===== src/hw/gss_pkg.sv =====
// package of constants, types and register map for the group stop sequencer
package gss_pkg;
    localparam int GSS_DATA_W = 32;
    localparam int GSS_AXES = 3;
    localparam int GSS_HANDLE_W = 8;
    localparam int GSS_ADDR_W = 8;
    // register byte offsets
    localparam logic [7:0] GSS_OFS_CTRL = 8'h00;
    localparam logic [7:0] GSS_OFS_DECEL = 8'h04;
    localparam logic [7:0] GSS_OFS_JERK = 8'h08;
    localparam logic [7:0] GSS_OFS_HANDLE = 8'h0C;
    localparam logic [7:0] GSS_OFS_STATUS = 8'h10;
    localparam logic [7:0] GSS_OFS_IRQ_STAT = 8'h14;
    localparam logic [7:0] GSS_OFS_IRQ_CLR = 8'h18;
    localparam logic [7:0] GSS_OFS_IRQ_EN = 8'h1C;
    localparam logic [7:0] GSS_OFS_SCAN = 8'h20;
    // field positions
    localparam int GSS_CTRL_START_BIT = 0;
    localparam int GSS_ST_DONE_BIT = 0;
    localparam int GSS_ST_BUSY_BIT = 1;
    localparam int GSS_ST_ACTIVE_BIT = 2;
    localparam int GSS_ST_INTR_BIT = 3;
    localparam int GSS_ST_FAULT_BIT = 4;
    localparam int GSS_ST_CODE_LSB = 8;
    localparam int GSS_ST_GSTATE_LSB = 16;
    // reset values
    localparam logic [31:0] GSS_DECEL_RST = 32'h0000_0000;
    localparam logic [31:0] GSS_JERK_RST = 32'h0000_0000;
    localparam logic [15:0] GSS_SCAN_RST = 16'h04E1;
    localparam logic [3:0] GSS_IRQ_EN_RST = 4'h0;
    // fault codes
    typedef enum logic [7:0] {
        GSS_FAULT_NONE = 8'h00,
        GSS_FAULT_BAD_DECEL = 8'h01,
        GSS_FAULT_BAD_JERK = 8'h02,
        GSS_FAULT_GROUP_HALT = 8'h03,
        GSS_FAULT_EXEC = 8'h04
    } gss_fault_code_t;
    // group motion states seen by the motion engine
    typedef enum logic [1:0] {
        GSS_G_IDLE = 2'b00,
        GSS_G_MOVING = 2'b01,
        GSS_G_HALTING = 2'b10,
        GSS_G_FAULT = 2'b11
    } gss_group_state_t;
    // command to the motion engine
    typedef struct packed {
        logic halt;
        logic release_idle;
        logic [GSS_HANDLE_W-1:0] handle;
        logic [31:0] decel_rate;
        logic [31:0] jerk_limit;
    } gss_motion_cmd_t;
    // handshake outputs
    typedef struct packed {
        logic op_complete;
        logic op_busy;
        logic axes_controlled;
        logic op_interrupted;
        logic op_fault;
        gss_fault_code_t fault_code;
    } gss_handshake_t;
endpackage : gss_pkg

===== src/hw/gss_group_axis_stop_sequencer.sv =====
// group axis stop sequencer with wishbone registers and interrupt
`timescale 1ns/10ps
module gss_group_axis_stop_sequencer import gss_pkg::*; #(
    parameter int AXES = GSS_AXES
) (
    input wire logic i_clk_sys,
    input wire logic i_reset_n,
    // classic wishbone slave
    input wire logic i_wb_cyc,
    input wire logic i_wb_stb,
    input wire logic i_wb_we,
    input wire logic [GSS_ADDR_W-1:0] i_wb_adr,
    input wire logic [3:0] i_wb_sel,
    input wire logic [GSS_DATA_W-1:0] i_wb_dat,
    output logic [GSS_DATA_W-1:0] o_wb_dat,
    output logic o_wb_ack,
    // motion engine side, same clock
    input wire logic [AXES-1:0] i_axis_at_rest,
    input wire logic i_other_cmd_running,
    input wire logic i_group_fault_halt,
    input wire logic i_exec_fault,
    input wire logic i_taken_over,
    output gss_motion_cmd_t o_motion_cmd,
    output logic o_abort_other,
    output gss_group_state_t o_group_state,
    output gss_handshake_t o_handshake,
    output logic o_irq
);
    // register storage
    logic start_request;
    logic [31:0] decel_reg;
    logic [31:0] jerk_reg;
    logic [GSS_HANDLE_W-1:0] handle_reg;
    logic [15:0] scan_reg;
    logic [3:0] irq_stat;
    logic [3:0] irq_en;
    // scan divider
    logic [15:0] scan_cnt;
    logic scan_tick;
    // sequencer state
    logic req_prev;
    logic op_complete;
    logic op_busy;
    logic axes_controlled;
    logic op_interrupted;
    logic op_fault;
    gss_fault_code_t fault_code;
    gss_group_state_t group_state;
    logic [31:0] decel_cap;
    logic [31:0] jerk_cap;
    logic [GSS_HANDLE_W-1:0] handle_cap;
    logic abort_pulse;

    // bus decode
    wire bus_req = i_wb_cyc & i_wb_stb & ~o_wb_ack;
    wire bus_wr = bus_req & i_wb_we & i_wb_sel[0];
    wire wr_ctrl = bus_wr & (i_wb_adr == GSS_OFS_CTRL);
    wire wr_decel = bus_wr & (i_wb_adr == GSS_OFS_DECEL);
    wire wr_jerk = bus_wr & (i_wb_adr == GSS_OFS_JERK);
    wire wr_handle = bus_wr & (i_wb_adr == GSS_OFS_HANDLE);
    wire wr_clr = bus_wr & (i_wb_adr == GSS_OFS_IRQ_CLR);
    wire wr_en = bus_wr & (i_wb_adr == GSS_OFS_IRQ_EN);
    wire wr_scan = bus_wr & (i_wb_adr == GSS_OFS_SCAN);

    // scan edges and conditions
    wire req_rise = scan_tick & start_request & ~req_prev;
    wire req_fall = scan_tick & ~start_request & req_prev;
    wire all_rest = &i_axis_at_rest;
    wire bad_input = (decel_reg == 32'h0000_0000) | (jerk_reg == 32'h0000_0000) | decel_reg[31] | jerk_reg[31];
    wire run_fault = op_busy & (i_exec_fault | i_group_fault_halt);
    wire done_now = op_busy & axes_controlled & all_rest & ~run_fault;
    wire intr_now = op_busy & i_taken_over & ~run_fault & ~done_now;

    // read mux
    wire [31:0] status_word = {8'h00, 6'h00, group_state, fault_code, 3'b000, op_fault, op_interrupted,
        axes_controlled, op_busy, op_complete};
    logic [31:0] rd_mux;
    always_comb begin
        // unmapped addresses read zero
        unique case (i_wb_adr)
            GSS_OFS_CTRL: rd_mux = {31'h0000_0000, start_request};
            GSS_OFS_DECEL: rd_mux = decel_reg;
            GSS_OFS_JERK: rd_mux = jerk_reg;
            GSS_OFS_HANDLE: rd_mux = {24'h00_0000, handle_reg};
            GSS_OFS_STATUS: rd_mux = status_word;
            GSS_OFS_IRQ_STAT: rd_mux = {28'h000_0000, irq_stat};
            GSS_OFS_IRQ_EN: rd_mux = {28'h000_0000, irq_en};
            GSS_OFS_SCAN: rd_mux = {16'h0000, scan_reg};
            default: rd_mux = 32'h0000_0000;
        endcase
    end

    // bus ack and read data, one wait state
    always_ff @(posedge i_clk_sys or negedge i_reset_n) begin
        if (!i_reset_n) begin
            o_wb_ack <= 1'b0;
            o_wb_dat <= 32'h0000_0000;
        end else begin
            o_wb_ack <= bus_req;
            o_wb_dat <= rd_mux;
        end
    end

    // software registers
    always_ff @(posedge i_clk_sys or negedge i_reset_n) begin
        if (!i_reset_n) begin
            start_request <= 1'b0;
            decel_reg <= GSS_DECEL_RST;
            jerk_reg <= GSS_JERK_RST;
            handle_reg <= '0;
            scan_reg <= GSS_SCAN_RST;
            irq_en <= GSS_IRQ_EN_RST;
        end else begin
            if (wr_ctrl) begin
                start_request <= i_wb_dat[GSS_CTRL_START_BIT];
            end
            if (wr_decel) begin
                decel_reg <= i_wb_dat;
            end
            if (wr_jerk) begin
                jerk_reg <= i_wb_dat;
            end
            if (wr_handle) begin
                handle_reg <= i_wb_dat[GSS_HANDLE_W-1:0];
            end
            if (wr_scan) begin
                scan_reg <= i_wb_dat[15:0];
            end
            if (wr_en) begin
                irq_en <= i_wb_dat[3:0];
            end
        end
    end

    always_ff @(posedge i_clk_sys or negedge i_reset_n) begin
        if (!i_reset_n) begin
            scan_cnt <= 16'h0000;
            scan_tick <= 1'b0;
        end else if (scan_cnt >= scan_reg) begin
            scan_cnt <= 16'h0000;
            scan_tick <= 1'b1;
        end else begin
            scan_cnt <= scan_cnt + 16'h0001;
            scan_tick <= 1'b0;
        end
    end

    always_ff @(posedge i_clk_sys or negedge i_reset_n) begin
        if (!i_reset_n) begin
            req_prev <= 1'b0;
        end else if (scan_tick) begin
            req_prev <= start_request;
        end
    end

    // main sequencer, one step per scan
    always_ff @(posedge i_clk_sys or negedge i_reset_n) begin
        if (!i_reset_n) begin
            op_complete <= 1'b0;
            op_busy <= 1'b0;
            axes_controlled <= 1'b0;
            op_interrupted <= 1'b0;
            op_fault <= 1'b0;
            fault_code <= GSS_FAULT_NONE;
            group_state <= GSS_G_IDLE;
            decel_cap <= 32'h0000_0000;
            jerk_cap <= 32'h0000_0000;
            handle_cap <= '0;
            abort_pulse <= 1'b0;
        end else if (scan_tick) begin
            abort_pulse <= 1'b0;
            // one-scan flags when request is low
            if (op_complete && !start_request) begin
                op_complete <= 1'b0;
            end
            if (op_interrupted && !start_request) begin
                op_interrupted <= 1'b0;
            end
            // active held one scan when low
            if (axes_controlled && !start_request && !op_busy) begin
                axes_controlled <= 1'b0;
            end
            if (req_rise && !op_busy) begin
                handle_cap <= handle_reg;
                decel_cap <= decel_reg;
                jerk_cap <= jerk_reg;
                op_complete <= 1'b0;
                op_interrupted <= 1'b0;
                if (bad_input) begin
                    op_fault <= 1'b1;
                    fault_code <= (decel_reg == 32'h0000_0000 || decel_reg[31]) ?
                        GSS_FAULT_BAD_DECEL : GSS_FAULT_BAD_JERK;
                end else begin
                    op_busy <= 1'b1;
                    axes_controlled <= 1'b1;
                    group_state <= GSS_G_HALTING;
                    abort_pulse <= i_other_cmd_running;
                end
            end else if (run_fault) begin
                op_fault <= 1'b1;
                fault_code <= i_group_fault_halt ? GSS_FAULT_GROUP_HALT : GSS_FAULT_EXEC;
                op_busy <= 1'b0;
                axes_controlled <= 1'b0;
                group_state <= GSS_G_FAULT;
            end else if (done_now) begin
                op_complete <= 1'b1;
                op_busy <= 1'b0;
                // request already low, nothing holds the group halting
                if (!start_request) begin
                    group_state <= GSS_G_IDLE;
                end
            end else if (intr_now) begin
                op_interrupted <= 1'b1;
                op_busy <= 1'b0;
                axes_controlled <= 1'b0;
            end
            if (req_fall) begin
                op_fault <= 1'b0;
                fault_code <= GSS_FAULT_NONE;
                op_complete <= 1'b0;
                op_interrupted <= 1'b0;
                if (!op_busy || done_now) begin
                    axes_controlled <= 1'b0;
                end
                if (group_state == GSS_G_HALTING && (op_complete || done_now)) begin
                    group_state <= GSS_G_IDLE;
                end
            end
        end
    end

    // interrupt status, set wins over clear
    wire [3:0] irq_evt = {run_fault & scan_tick, intr_now & scan_tick, done_now & scan_tick, req_rise & ~op_busy};
    always_ff @(posedge i_clk_sys or negedge i_reset_n) begin
        if (!i_reset_n) begin
            irq_stat <= 4'h0;
        end else begin
            irq_stat <= (irq_stat & ~(wr_clr ? i_wb_dat[3:0] : 4'h0)) | irq_evt;
        end
    end
    assign o_irq = |(irq_stat & irq_en);

    // motion engine command
    // interrupt running group motion
    assign o_abort_other = abort_pulse;
    assign o_motion_cmd = '{halt: (group_state == GSS_G_HALTING) && axes_controlled,
        release_idle: group_state == GSS_G_IDLE,
        handle: handle_cap, decel_rate: decel_cap, jerk_limit: jerk_cap};
    assign o_group_state = group_state;
    assign o_handshake = '{op_complete: op_complete, op_busy: op_busy, axes_controlled: axes_controlled,
        op_interrupted: op_interrupted, op_fault: op_fault, fault_code: fault_code};

    busy_end_a: assert property (@(posedge i_clk_sys) disable iff (!i_reset_n)
        $rose(op_complete) |-> !op_busy)
        else $error("busy still high at completion");
    // complete one scan when request low
    complete_pulse_a: assert property (@(posedge i_clk_sys) disable iff (!i_reset_n)
        scan_tick && op_complete && !start_request && !req_rise |=> !op_complete)
        else $error("complete stuck");
    fault_clear_a: assert property (@(posedge i_clk_sys) disable iff (!i_reset_n)
        req_fall |=> !op_fault && fault_code == GSS_FAULT_NONE)
        else $error("fault not cleared");
    halting_hold_a: assert property (@(posedge i_clk_sys) disable iff (!i_reset_n)
        op_busy |-> group_state == GSS_G_HALTING)
        else $error("busy outside halting");
    fault_halt_a: assert property (@(posedge i_clk_sys) disable iff (!i_reset_n)
        scan_tick && run_fault && !req_rise && !req_fall |=> op_fault && !op_busy)
        else $error("fault not taken");
    start_edge_a: assert property (@(posedge i_clk_sys) disable iff (!i_reset_n)
        $rose(op_busy) |-> $past(req_rise))
        else $error("busy without rising request");
    decel_cap_a: assert property (@(posedge i_clk_sys) disable iff (!i_reset_n)
        $rose(op_busy) |-> decel_cap == $past(decel_reg))
        else $error("decel not captured");
    idle_return_a: assert property (@(posedge i_clk_sys) disable iff (!i_reset_n)
        req_fall && op_complete && group_state == GSS_G_HALTING |=> group_state == GSS_G_IDLE)
        else $error("no return to idle");
    // idle when completion finds request low
    idle_late_a: assert property (@(posedge i_clk_sys) disable iff (!i_reset_n)
        scan_tick && done_now && !start_request |=> group_state == GSS_G_IDLE)
        else $error("late completion left group halting");
    handle_hold_a: assert property (@(posedge i_clk_sys) disable iff (!i_reset_n)
        op_busy && $past(op_busy) |-> $stable(handle_cap))
        else $error("group handle changed while busy");
    complete_rest_a: assert property (@(posedge i_clk_sys) disable iff (!i_reset_n)
        $rose(op_complete) |-> $past(all_rest))
        else $error("complete before axes at rest");
    halting_done_a: assert property (@(posedge i_clk_sys) disable iff (!i_reset_n)
        op_complete && req_prev |-> group_state == GSS_G_HALTING)
        else $error("group left halting while request high");
    active_fall_a: assert property (@(posedge i_clk_sys) disable iff (!i_reset_n)
        req_fall && !op_busy |=> !axes_controlled)
        else $error("active kept after request fall");
    // active ends on fault or takeover
    active_end_a: assert property (@(posedge i_clk_sys) disable iff (!i_reset_n)
        scan_tick && (run_fault || intr_now) |=> !axes_controlled)
        else $error("active kept after fault or takeover");
    active_release_a: assert property (@(posedge i_clk_sys) disable iff (!i_reset_n)
        scan_tick && axes_controlled && !start_request && !op_busy |=> !axes_controlled)
        else $error("active not released");
    intr_pulse_a: assert property (@(posedge i_clk_sys) disable iff (!i_reset_n)
        scan_tick && op_interrupted && !start_request |=> !op_interrupted)
        else $error("interrupted flag stuck");
    intr_busy_a: assert property (@(posedge i_clk_sys) disable iff (!i_reset_n)
        $rose(op_interrupted) |-> !op_busy && !axes_controlled)
        else $error("busy kept after takeover");
    entry_fault_a: assert property (@(posedge i_clk_sys) disable iff (!i_reset_n)
        req_rise && !op_busy && bad_input |=> op_fault && !op_busy && fault_code != GSS_FAULT_NONE)
        else $error("bad input not faulted");
    abort_other_a: assert property (@(posedge i_clk_sys) disable iff (!i_reset_n)
        req_rise && !op_busy && !bad_input && i_other_cmd_running |=> o_abort_other && group_state == GSS_G_HALTING)
        else $error("running command not aborted");
endmodule : gss_group_axis_stop_sequencer


===== config.mk =====
export PLATFORM = sky130hd
export DESIGN_NAME = gss_group_axis_stop_sequencer
export DESIGN_NICKNAME = d
export VERILOG_FILES = /design/src/hw/gss_pkg.sv /design/src/hw/gss_group_axis_stop_sequencer.sv
export SDC_FILE = /design/constraint.sdc
export NUM_CORES = 1
export LEC_CHECK = 0
export ABC_AREA = 1
export BUFFER_PORTS_ARGS = -buffer_cell sky130_fd_sc_hd__buf_2
export CAP_MARGIN = 25
export CORE_ASPECT_RATIO = 0.9
export CORE_UTILIZATION = 62
export CTS_BUF_LIST = sky130_fd_sc_hd__clkbuf_2 sky130_fd_sc_hd__clkbuf_4 sky130_fd_sc_hd__clkbuf_8
export DETAILED_ROUTE_END_ITERATION = 8
export HOLD_SLACK_MARGIN = 0.05
export PLACE_DENSITY = 0.87
export SYNTH_ARGS = -nofsm -noshare
export SYNTH_HDL_FRONTEND = slang
export SYNTH_SLANG_ARGS = --single-unit

===== constraint.sdc =====
create_clock -name i_clk_sys -period 4.1 [get_ports i_clk_sys]
set_clock_uncertainty 0.1 [all_clocks]
set_input_delay 0.41 -clock i_clk_sys [delete_from_list [all_inputs] [get_ports i_clk_sys]]
set_output_delay 0.41 -clock i_clk_sys [all_outputs]
set_load 0.05 [all_outputs]

Word-level counts from Yosys, hierarchy flattened
Index checks and enable logic that the tools add are counted.
{"block": "totals", "wordCells": 146, "inputBits": 56, "out_inout_bits": 124, "reg_bits": 236}
{"block": "op_classes", "n_bitwise": 40, "n_eq_ne": 11, "magnitude_cmp": 1, "muxes": 47, "addsub": 1, "n_reduce_logical": 23}
{"op": "32-bit case mux with 8 select lines", "count": 1}
{"op": "32-bit logical NOT", "count": 2}
{"op": "8-bit by 5-bit equality test with 1-bit output (second input constant)", "count": 4}
{"op": "8-bit two-way mux", "count": 4}
{"op": "1-bit two-way mux", "count": 31}
{"op": "1-bit bitwise AND", "count": 26}
{"op": "16-bit by 1-bit adder with 16-bit output (second input constant)", "count": 1}
{"op": "8-bit by 4-bit equality test with 1-bit output (second input constant)", "count": 2}
{"op": "16-bit >= comparator", "count": 1}
{"op": "16-bit two-way mux", "count": 1}
{"op": "2-bit two-way mux", "count": 8}
{"op": "3-bit AND reduction", "count": 3}
{"op": "4-bit bitwise AND", "count": 2}
{"op": "8-bit by 3-bit equality test with 1-bit output (second input constant)", "count": 1}
{"op": "8-bit by 6-bit equality test with 1-bit output (second input constant)", "count": 1}
{"op": "8-bit logical NOT", "count": 1}
{"op": "1-bit logical AND", "count": 7}
{"op": "1-bit NOT", "count": 6}
{"op": "4-bit two-way mux", "count": 1}
{"op": "4-bit NOT", "count": 1}
{"op": "1-bit bitwise OR", "count": 4}
{"op": "4-bit bitwise OR", "count": 1}
{"op": "4-bit nonzero test", "count": 1}
{"op": "4-bit OR reduction", "count": 1}
{"op": "9 further kinds", "count": 12}

Longest topological paths before layout
Gate-level depths: netlist of the first run.
{"block": "logic_depth", "ltp_word": 12, "mapped_depth": 11, "ltp_nobuf": 11}

Least setup slack after synthesis of the first run
Ideal clock, no wire load.
{"block": "synth_path", "path_type": "flip-flop to output port", "from": "reg group_state[1] (netlist: o_group_state[1])", "to": "out o_motion_cmd[73] (netlist name)", "setup_slack_ns": 2.021, "arrival_ns": 1.569, "stages_incl_launch_ff": 5, "path_cell_list": "dfrtp_1 inv_1 nor2_1 inv_1 nor2_1"}
{"element": "start: declaration", "line_no": "gss_group_axis_stop_sequencer.sv:48", "text": "gss_group_state_t group_state;"}
{"element": "start signal: assignment", "line_no": "gss_group_axis_stop_sequencer.sv:165", "text": "group_state <= GSS_G_IDLE;"}
{"element": "start signal: assignment", "line_no": "gss_group_axis_stop_sequencer.sv:196", "text": "group_state <= GSS_G_HALTING;"}
{"element": "start signal: assignment", "line_no": "gss_group_axis_stop_sequencer.sv:204", "text": "group_state <= GSS_G_FAULT;"}
{"element": "end: declaration", "line_no": "gss_group_axis_stop_sequencer.sv:23", "text": "output gss_motion_cmd_t o_motion_cmd,"}

Worst setup path after layout of the first run
{"block": "layout_path", "from": "reg o_wb_ack", "to": "reg scan_reg[11]"}
{"block": "layout_between", "elab_chain_len": 5}
{"element": "start: declaration", "line_no": "gss_group_axis_stop_sequencer.sv:16", "text": "output logic o_wb_ack,"}
{"element": "start signal: assignment", "line_no": "gss_group_axis_stop_sequencer.sv:99", "text": "o_wb_ack <= bus_req;"}
{"element": "1-bit NOT", "line_no": "gss_group_axis_stop_sequencer.sv:55", "text": "wire bus_req = i_wb_cyc & i_wb_stb & ~o_wb_ack;"}
{"element": "1-bit bitwise AND", "line_no": "gss_group_axis_stop_sequencer.sv:55"}
{"element": "1-bit bitwise AND (2 in series)", "line_no": "gss_group_axis_stop_sequencer.sv:56", "text": "wire bus_wr = bus_req & i_wb_we & i_wb_sel[0];"}
{"element": "1-bit bitwise AND", "line_no": "gss_group_axis_stop_sequencer.sv:63", "text": "wire wr_scan = bus_wr & (i_wb_adr == GSS_OFS_SCAN);"}
{"element": "end signal: assignment", "line_no": "gss_group_axis_stop_sequencer.sv:127", "text": "scan_reg <= i_wb_dat[15:0];"}
{"element": "end: declaration", "line_no": "gss_group_axis_stop_sequencer.sv:34", "text": "logic [15:0] scan_reg;"}
Every way passes these cells.
A chain may end at the register's enable or synchronous reset.

==> results of run 1 <==
cells in the final DEF, fill, tap and decap left out, types with 17 or more instances in the layout:
master	n
nand2_1	295
dfrtp_1	226
buf_2	170
inv_1	142
o21ai_0	132
nor2_1	82
clkbuf_8	49
o21ai_1	44
nand3_1	26
a21oi_1	25
o22ai_1	23
ha_1	17
final timing paths:
path / endpoint / slack, ns / startpoint / cells past startpoint
worst max-delay path: scan_reg[11] / 1.71 / o_wb_ack / 5
worst min-delay path: jerk_reg[30] / 0.07 / i_wb_dat[30] / 3
worst max register to register: scan_reg[11] / 1.71 / o_wb_ack / 5
worst min register to register: jerk_cap[10] / 0.37 / jerk_cap[10] / 2
max in group asynchronous: scan_reg[7] / 2.43 / i_reset_n / 3
min in group asynchronous: jerk_cap[24] / 0.44 / i_reset_n / 2
critical path: cells and delay by family (launching register included):
kind	cells	cell delay, ns
DFF	1	0.38
AOI/OAI and AO/OA	1	0.40
and+or+nand+nor	4	1.37
final cells by class:
type                            instances  share of cell area (%)
Sequential cell                       231                    48.7
Multi-Input combinational cell        707                    28.5
Timing Repair Buffer                  192                    9.18
Clock buffer                           56                    6.11
Inverter                              147                    4.65
Tap cell                              202                    2.13
Clock inverter                          7                   0.758
metal layers:
metal  wire length (µm)  part of all wire [%]  GRT usage [%]
met5                  0                     0              0
met2              12400                    46           52.4
met3               2750                    10           5.70
met1              10900                    41           46.0
met4                772                   2.9           14.5
power groups by stage:
stage | combinational [µW] | sequential (µW) | clock, µW
final | 327 | 2360 | 2150
after global routing | 356 | 2360 | 2270
after CTS | 327 | 2350 | 2170
after detailed placement | 316 | 2400 | 0
after global placement | 308 | 2400 | 0
after floorplan | 128 | 2450 | 0
cell families after synthesis:
group | count (synthesis) | share of synthesized area, %
buffers and inverters | 196 | 7.87
adders and majority gates | 17 | 2.14
other | 1 | 0.0377
xor gates and xnor gates | 14 | 1.23
DFF | 231 | 58.2
and+or+nand+nor | 429 | 17.5
AOI/OAI and AO/OA | 242 | 13.1
stage by stage:
step / util (%) / cell area (µm²)
CTS: 76.3 / 11900
global placement: 70.2 / 10900
finish: 76.5 / 11900
global route: 76.5 / 11900
detailed placement: 70.3 / 10900
floorplan: - / 9960
repair_timing:
item	in CTS	in global routing
hold buffers	12	0
endpoints found under the setup margin	0	0
hold endpoints to repair	132	0
==> impl_metrics.py, run 1 <==
metrics = {
    "final_layout": {
        "drive_above_1_share_pct": 19.6,
        "multi_input_area_um2": 3390,
        "nNetsFinal": 1388,
        "regArea_um2": 5790,
        "stdcell_count": 1542,
        "n_antenna_cell": 0,
        "fillers": 1050,
        "synthToLayoutAreaGrowth_pct": 19.6,
    },
    "setup_path": {
        "arrival_ns": 2.71,
        "cp_max_fo": 32,
        "cpPeakStageDelay_ns": 0.71,
        "path_class": "register to register",
        "start_kind": "register",
        "cp-end-kind": "register",
        "path_cells": "nor2_1, nand2_1, nor2_1, nand2_1, o21ai_0",
        "required_ns": 4.42,
        "slowest_stage": "nand2_1",
    },
    "routing": {
        "first_iter_violations": 969,
        "detail-route-antenna-nets": 0,
        "viasPerCell": 5.68,
        "postRouteWirelength_mm": 26.8,
        "num_vias": 8759,
        "wl_per_cell_um": 17.4,
        "first_pass_iters": 7,
        "drc": 0,
    },
    "die": {
        "die_w_um": 135,
        "initial_core_util_pct": 63.9,
        "rows": 43,
        "dieHeight_um": 122,
        "core_area_um2": 15500,
        "ios": 180,
        "die_area_um2": 16500,
    },
    "yosys": {
        "synth_top_area_cell": "dfrtp_1",
        "ys_types": 34,
        "synthTopCellsByArea": "dfrtp_1, nand2_1, o21ai_0",
        "synth_edf_count": 0,
        "yosysWarnings": 0,
        "async_reset_ff_share_pct": 100,
        "ys_top_cells_by_count": "nand2_1, dfrtp_1, inv_1",
        "synth_area_um2": 9940,
        "avgSynthCellArea_um2": 8.80,
        "synthMostInstantiatedCell": "nand2_1",
        "ys_seq_area_share_pct": 58.2,
        "synth_top_area_share_pct": 56.9,
        "synthFlopType": "dfrtp_1",
        "netlist_instances": 1130,
        "ys_ff_latch": 231,
    },
    "sta": {
        "tightest_slew_ns": 0.939,
        "finalMaxSlewViolations": 0,
        "rsz0062_at_grt": "false",
        "max_freq_mhz": 419,
        "worst_slack_ns": 1.71,
        "layout_min_cycle_time_ns": 2.39,
        "max_slew_margin_pct": 37.3,
        "hold_viol": 0,
        "hold_slack_ns": 0.0688,
        "min_period_over_period_pct": 58.2,
        "tns_ns": 0,
        "setup_viol": 0,
    },
    "global_routing": {
        "grt_pass1_vias": 8249,
        "grt_usage_pct": 33.3,
        "grt_pass1_wl_mm": 41.8,
        "antenna_found_initial": 0,
        "overflow": 0,
        "grt_max_degree": 122,
    },
    "placed_design": {
        "gp_congestion": 0.917,
        "place_ws_ns": 1.32,
        "dp.cells": 1466,
        "dp_hpwl_mm": 18.0,
        "port_buffers": 171,
    },
    "pwr": {
        "power.switching_uw": 1180,
        "p_sw_share_pct": 24.5,
        "power_frac_clock_pct": 44.4,
        "p_leak_uw": 0.00607,
        "comb_power_share_pct": 6.8,
        "p_per_area_nw_per_um2": 406,
        "internal_power_uw": 3650,
        "ir_drop_mv": 0.269,
        "p_total_uw": 4830,
        "seq_power_share_pct": 48.8,
    },
    "cts": {
        "post_cts_buffers": 0,
        "worstSkewPairLatency_ns": 0.54,
        "clk_pin_slew_ns": 0.06,
        "ctsHtreeMaxLevel": 2,
        "post_cts_resize_count": 0,
        "numClockSinks": 231,
        "cts_tree": "built",
        "cts_root_buffer": "clkbuf_8",
        "clockBufferDepth": 3,
        "cts_made_buffers": 36,
    },
    "outcome": {
        "status": "finished clean",
    },
    "job": {
        "cap_violations": 0,
    },
    "worst_hold_path": {
        "hp-class": "input port to register",
    },
}
Note: power is estimated with default switching activity, not from simulation.
==> inputs of run 2 (changes only) <==
--- a/config.mk
+++ b/config.mk
@@ -5,15 +5,15 @@
 export SDC_FILE = /design/constraint.sdc
 export NUM_CORES = 1
 export LEC_CHECK = 0
-export ABC_AREA = 1
+export ABC_AREA = 0
 export BUFFER_PORTS_ARGS = -buffer_cell sky130_fd_sc_hd__buf_2
 export CAP_MARGIN = 25
 export CORE_ASPECT_RATIO = 0.9
-export CORE_UTILIZATION = 62
+export CORE_UTILIZATION = 58
 export CTS_BUF_LIST = sky130_fd_sc_hd__clkbuf_2 sky130_fd_sc_hd__clkbuf_4 sky130_fd_sc_hd__clkbuf_8
 export DETAILED_ROUTE_END_ITERATION = 8
 export HOLD_SLACK_MARGIN = 0.05
-export PLACE_DENSITY = 0.87
+export PLACE_DENSITY = 0.83
 export SYNTH_ARGS = -nofsm -noshare
 export SYNTH_HDL_FRONTEND = slang
 export SYNTH_SLANG_ARGS = --single-unit
==> constraint.sdc (replaced) <==
create_clock -name i_clk_sys -period 2.3 [get_ports i_clk_sys]
set_clock_uncertainty 0.1 [all_clocks]
set_input_delay 0.23 -clock i_clk_sys [delete_from_list [all_inputs] [get_ports i_clk_sys]]
set_output_delay 0.23 -clock i_clk_sys [all_outputs]
set_load 0.05 [all_outputs]
==> impl_metrics.py, run 2 <==
metrics = {
    "outcome": {
        "status": "finished clean",
    },
    "global_routing": {
        "grt_usage_pct": 32.1,
        "gr-usage-met2_pct": 51.4,
        "grt_busiest_layer": "met2",
        "grt_pass1_wl_mm": 43.4,
        "antenna_found_initial": 0,
        "use_met1_pct": 42.5,
        "overflow": 0,
        "grt_max_degree": 77,
        "met3_usage_pct": 7.13,
        "grt_pass1_vias": 8107,
    },
    "setup_path": {
        "path_cells": "inv_1, ha_1, a21o_1, a2111oi_2, o21ai_1, buf_6, a211oi_1",
        "cp_top_family": "compound AO/OA/AOI/OAI gates",
        "arrival_ns": 2.55,
        "crit_buf_inv": 2,
        "slowest_stage": "dfstp_2",
        "cpPeakStageDelay_ns": 0.54,
        "worst_r2r_startpoint": "scan_reg[5]",
        "cp-end-kind": "register",
        "cp_max_fo": 17,
        "path_class": "register to register",
        "required_ns": 2.62,
        "crit_start": "scan_reg[5]",
        "start_kind": "register",
    },
    "die": {
        "core_area_um2": 16800,
        "dieHeight_um": 126,
        "rows": 45,
        "die_w_um": 140,
        "ios": 180,
        "initial_core_util_pct": 59.2,
        "die_area_um2": 17700,
    },
    "sta": {
        "finalMaxSlewViolations": 0,
        "min_period_over_period_pct": 96.9,
        "setup_viol": 0,
        "layout_min_cycle_time_ns": 2.23,
        "max_freq_mhz": 448,
        "tightest_slew_ns": 0.749,
        "hold_viol": 0,
        "max_slew_margin_pct": 49.6,
    },
    "routing": {
        "first_iter_violations": 671,
        "num_vias": 8087,
        "postRouteWirelength_mm": 27.3,
        "first_pass_iters": 9,
        "detail-route-antenna-nets": 0,
        "drc": 0,
        "viasPerCell": 5.95,
        "wl_per_cell_um": 20.1,
    },
    "final_layout": {
        "stdcell_count": 1360,
        "n_antenna_cell": 0,
        "nNetsFinal": 1195,
        "synthToLayoutAreaGrowth_pct": 23.3,
        "drive_above_1_share_pct": 29.6,
        "final_util_pct": 73.0,
        "fillers": 1107,
        "final_cell_mix": "nand2_1, dfrtp_1, buf_2",
        "final_common_cell": "nand2_1",
    },
    "cts": {
        "cts_tree": "built",
        "clk_pin_slew_ns": 0.06,
        "cts_made_buffers": 37,
        "ctsHtreeMaxLevel": 2,
        "numClockSinks": 231,
        "cts_root_buffer": "clkbuf_8",
        "clockBufferDepth": 3,
        "worstSkewPairLatency_ns": 0.54,
    },
    "yosys": {
        "synthTopCellsByArea": "dfrtp_1, nand2_1, mux2_2",
        "synth_top_area_share_pct": 56.7,
        "ys_types": 56,
        "yosysWarnings": 0,
        "synthFlopType": "dfrtp_1",
        "synthMostInstantiatedCell": "nand2_1",
        "netlist_instances": 899,
        "ys_ff_latch": 231,
        "async_reset_ff_share_pct": 100,
        "synth_edf_count": 0,
        "synth_area_um2": 9970,
        "avgSynthCellArea_um2": 11.1,
        "ys_top_cells_by_count": "nand2_1, dfrtp_1, mux2_2",
        "ys_seq_area_share_pct": 58.0,
        "synth_top_area_cell": "dfrtp_1",
    },
    "pwr": {
        "p_per_area_nw_per_um2": 679,
        "power_frac_clock_pct": 42.5,
        "p_total_uw": 8350,
        "seq_power_share_pct": 50.4,
        "p_leak_uw": 0.00664,
        "comb_power_share_pct": 7.1,
        "ir_drop_mv": 0.547,
        "power.switching_uw": 2090,
        "internal_power_uw": 6260,
        "p_sw_share_pct": 25.0,
    },
    "placed_design": {
        "dp_hpwl_mm": 17.8,
        "dp.cells": 1257,
        "port_buffers": 171,
        "gp_congestion": 0.860,
    },
    "worst_hold_path": {
        "min-delay-start": "i_taken_over",
        "hp-class": "input port to register",
    },
    "job": {
        "cap_violations": 0,
    },
}
[run 2: power groups by stage]
| stage | clock, µW | combinational [µW] | sequential (µW) |
|---|---|---|---|
| after floorplan | 0 | 212 | 4320 |
| after global placement | 0 | 525 | 4270 |
| after detailed placement | 0 | 537 | 4270 |
| after CTS | 3560 | 591 | 4200 |
| after global routing | 3750 | 643 | 4210 |
| final | 3540 | 594 | 4210 |
[run 2: logic make-up (layout without fill, tap and decap cells)]
kind of cell	after synthesis	after routing	synth area share, %
and+or+nand+nor	353	353	15.6
xor gates and xnor gates	14	14	1.23
other	1	5	0.0376
DFF	231	231	58.0
adders and majority gates	17	17	2.13
muxes	95	95	10.7
AOI/OAI and AO/OA	108	108	8.40
buffers and inverters	80	326	3.91
[run 2: area by class of cell]
type | instances | area (µm²) | area share (%)
well taps | 211 | 264 | 2.15
repair buffers | 232 | 1520 | 12.4
clock inverters | 6 | 42.5 | 0.346
clock buffers | 60 | 707 | 5.75
multi-input cells | 592 | 3870 | 31.5
inverters | 28 | 105 | 0.855
flip-flops and latches | 231 | 5790 | 47.1
[run 2: worst paths after layout]
kind	end	slack, ns	cells after the start
worst min-delay path	op_interrupted	0.13	4
worst max register to register	scan_cnt[13]	0.07	7
min in group asynchronous	decel_cap[15]	0.14	2
max in group asynchronous	scan_reg[7]	1.23	3
worst max-delay path	scan_cnt[13]	0.07	7
worst min register to register	jerk_cap[14]	0.37	2
[run 2: per-stage QoR]
| step | instance area [µm²] | setup TNS (ns) | worst slack (ns) | hold WS, ns |
|---|---|---|---|---|
| after global placement | 11100 | 0 | 0.174 | 0.130 |
| after detailed placement | 11100 | 0 | 0.0381 | 0.125 |
| final | 12300 | 0 | 0.0703 | 0.134 |
| after global routing | 12300 | -0.127 | -0.0870 | 0.155 |
| after floorplan | 9990 | 0 | 0.0852 | -0.166 |
| after CTS | 12300 | 0 | 0.0224 | 0.110 |
[run 2: per-layer routing]
metal	up-vias	part of all wire, %
li1	3557	-
met1	4028	41
met2	426	47
met3	76	8.6
met4	0	3.4
met5	-	0
[run 2: tightest hold or removal path: stages]
cell and delay, ns:
buf_2 0.10, o2111a_1 0.19, a21oi_1 0.16, a21oi_1 0.05
[run 2: timing repair]
item	4_1_cts	5_1_grt
gates resized for setup	0	8
hold buffers	37	0
endpoints found under the setup margin	0	16
setup buffers	0	0
endpoints found under the hold margin	323	0
==> inputs of run 3 (changes only) <==
--- a/config.mk
+++ b/config.mk
@@ -5,15 +5,13 @@
 export SDC_FILE = /design/constraint.sdc
 export NUM_CORES = 1
 export LEC_CHECK = 0
-export ABC_AREA = 0
 export BUFFER_PORTS_ARGS = -buffer_cell sky130_fd_sc_hd__buf_2
-export CAP_MARGIN = 25
+export CAP_MARGIN = 20
 export CORE_ASPECT_RATIO = 0.9
-export CORE_UTILIZATION = 58
+export CORE_UTILIZATION = 38
 export CTS_BUF_LIST = sky130_fd_sc_hd__clkbuf_2 sky130_fd_sc_hd__clkbuf_4 sky130_fd_sc_hd__clkbuf_8
 export DETAILED_ROUTE_END_ITERATION = 8
 export HOLD_SLACK_MARGIN = 0.05
-export PLACE_DENSITY = 0.83
 export SYNTH_ARGS = -nofsm -noshare
 export SYNTH_HDL_FRONTEND = slang
 export SYNTH_SLANG_ARGS = --single-unit
==> impl_metrics.py, run 3 (same netlist as run 2, synthesis figures left out) <==
metrics = {
    "placed_design": {
        "gp_congestion": 0.852,
        "port_buffers": 171,
        "dp_hpwl_mm": 19.5,
        "dp.cells": 1395,
    },
    "final_layout": {
        "final_cell_mix": "nand2_1, dfrtp_1, buf_2",
        "regArea_um2": 5790,
        "final_common_cell": "nand2_1",
        "synthToLayoutAreaGrowth_pct": 26.8,
        "multi_input_area_um2": 3860,
        "stdcell_count": 1508,
        "nNetsFinal": 1206,
        "drive_above_1_share_pct": 30.4,
        "fillers": 2410,
        "n_antenna_cell": 0,
        "final_util_pct": 49.7,
    },
    "cts": {
        "clk_pin_slew_ns": 0.06,
        "numClockSinks": 231,
        "cts_root_buffer": "clkbuf_8",
        "cts_made_buffers": 41,
        "worstSkewPairLatency_ns": 0.55,
        "ctsHtreeMaxLevel": 2,
        "post_cts_buffers": 0,
        "cts_tree": "built",
        "clockBufferDepth": 3,
    },
    "routing": {
        "postRouteWirelength_mm": 28.6,
        "detail-route-antenna-nets": 0,
        "wl_per_cell_um": 19.0,
        "first_iter_violations": 584,
        "drc": 0,
        "first_pass_iters": 5,
        "viasPerCell": 5.10,
        "num_vias": 7690,
    },
    "sta": {
        "layout_min_cycle_time_ns": 2.20,
        "rsz0062_at_grt": "false",
        "max_slew_margin_pct": 43.3,
        "tightest_slew_ns": 0.843,
        "min_period_over_period_pct": 95.8,
        "max_freq_mhz": 454,
        "tns_ns": 0,
        "setup_viol": 0,
        "finalMaxSlewViolations": 0,
        "hold_slack_ns": 0.104,
        "hold_viol": 0,
    },
    "global_routing": {
        "grt_usage_pct": 21.5,
        "antenna_found_initial": 0,
        "grt_pass1_vias": 7688,
        "grt_pass1_wl_mm": 44.7,
        "grt_max_degree": 77,
        "overflow": 0,
    },
    "setup_path": {
        "cp-end-kind": "register",
        "start_kind": "register",
        "cp_max_fo": 12,
        "cpPeakStageDelay_ns": 0.76,
        "cp_top_family": "simple AND/OR/NAND/NOR gates",
        "slowest_stage": "nor4_1",
        "path_cells": "buf_4, nand3_2, nor4_1, o221a_2",
        "required_ns": 2.69,
        "path_class": "register to register",
        "crit_buf_inv": 1,
        "arrival_ns": 2.59,
    },
    "die": {
        "dieHeight_um": 156,
        "ios": 180,
        "rows": 55,
        "core_area_um2": 25500,
        "die_area_um2": 26900,
        "initial_core_util_pct": 39.2,
        "die_w_um": 173,
    },
    "outcome": {
        "status": "finished clean",
    },
    "pwr": {
        "seq_power_share_pct": 47.0,
        "p_leak_uw": 0.00675,
        "ir_drop_mv": 0.346,
        "internal_power_uw": 6710,
        "comb_power_share_pct": 6.9,
        "p_per_area_nw_per_um2": 707,
        "p_total_uw": 8940,
        "power_frac_clock_pct": 46.1,
        "power.switching_uw": 2230,
        "p_sw_share_pct": 24.9,
    },
    "worst_hold_path": {
        "hp-class": "input port to register",
    },
    "job": {
        "cap_violations": 0,
    },
}
-- run 3: final cells by class --
type	count	area share (%)
repair buffers	239	12.4
inverters	28	0.831
clock buffers	72	6.60
well taps	342	3.38
multi-input cells	592	30.5
flip-flops and latches	231	45.7
clock inverters	4	0.524
-- run 3: repair_timing --
| item | in CTS | in global routing |
|---|---|---|
| gates resized for setup | 0 | 5 |
| hold endpoints to repair | 308 | 0 |
| hold buffers | 37 | 0 |
| endpoints found under the setup margin | 0 | 17 |
-- run 3: worst paths after layout --
path	start	end	slack, ns	depth (start not counted)
min reg2reg	jerk_cap[23]	jerk_cap[23]	0.37	2
min in group asynchronous	i_reset_n	jerk_cap[6]	0.13	2
max	scan_tick	axes_controlled	0.1	4
min	i_wb_adr[0]	o_wb_dat[0]	0.10	4
max in group asynchronous	i_reset_n	scan_reg[0]	1.15	3
max reg2reg	scan_tick	axes_controlled	0.1	4
-- run 3: per-stage QoR --
step / area, µm² / worst slack (ns)
after floorplan: 9990 / 0.0852
after detailed placement: 11400 / 0.0743
after global routing: 12600 / 0.000854
after CTS: 12600 / 0.0763
after global placement: 11400 / 0.154
final: 12600 / 0.0957
-- run 3: worst reg2reg max path: stages (launching register included) --
cell and delay (ns):
dfrtp_1 0.61, buf_4 0.24, nand3_2 0.12, nor4_1 0.76, o221a_2 0.33
-- run 3: layer usage --
layer | GRT usage (%) | part of all wire, % | vias to the layer above | routed length (µm)
met2 | 32.9 | 45 | 244 | 12800
met3 | 4.02 | 5.5 | 44 | 1590
met1 | 30.9 | 48 | 3816 | 13700
li1 | - | - | 3586 | -
met5 | 0 | 0 | - | 0
met4 | 6.36 | 2.1 | 0 | 591
-- run 3: power by group through the flow --
| stage | clock [µW] | combinational, µW | sequential, µW |
|---|---|---|---|
| 2_1_floorplan | 0 | 212 | 4320 |
| 3_3_place_gp | 0 | 562 | 4270 |
| 3_5_place_dp | 0 | 566 | 4270 |
| 4_1_cts | 4210 | 618 | 4200 |
| 5_1_grt | 4390 | 660 | 4210 |
| 6_report | 4130 | 615 | 4200 |
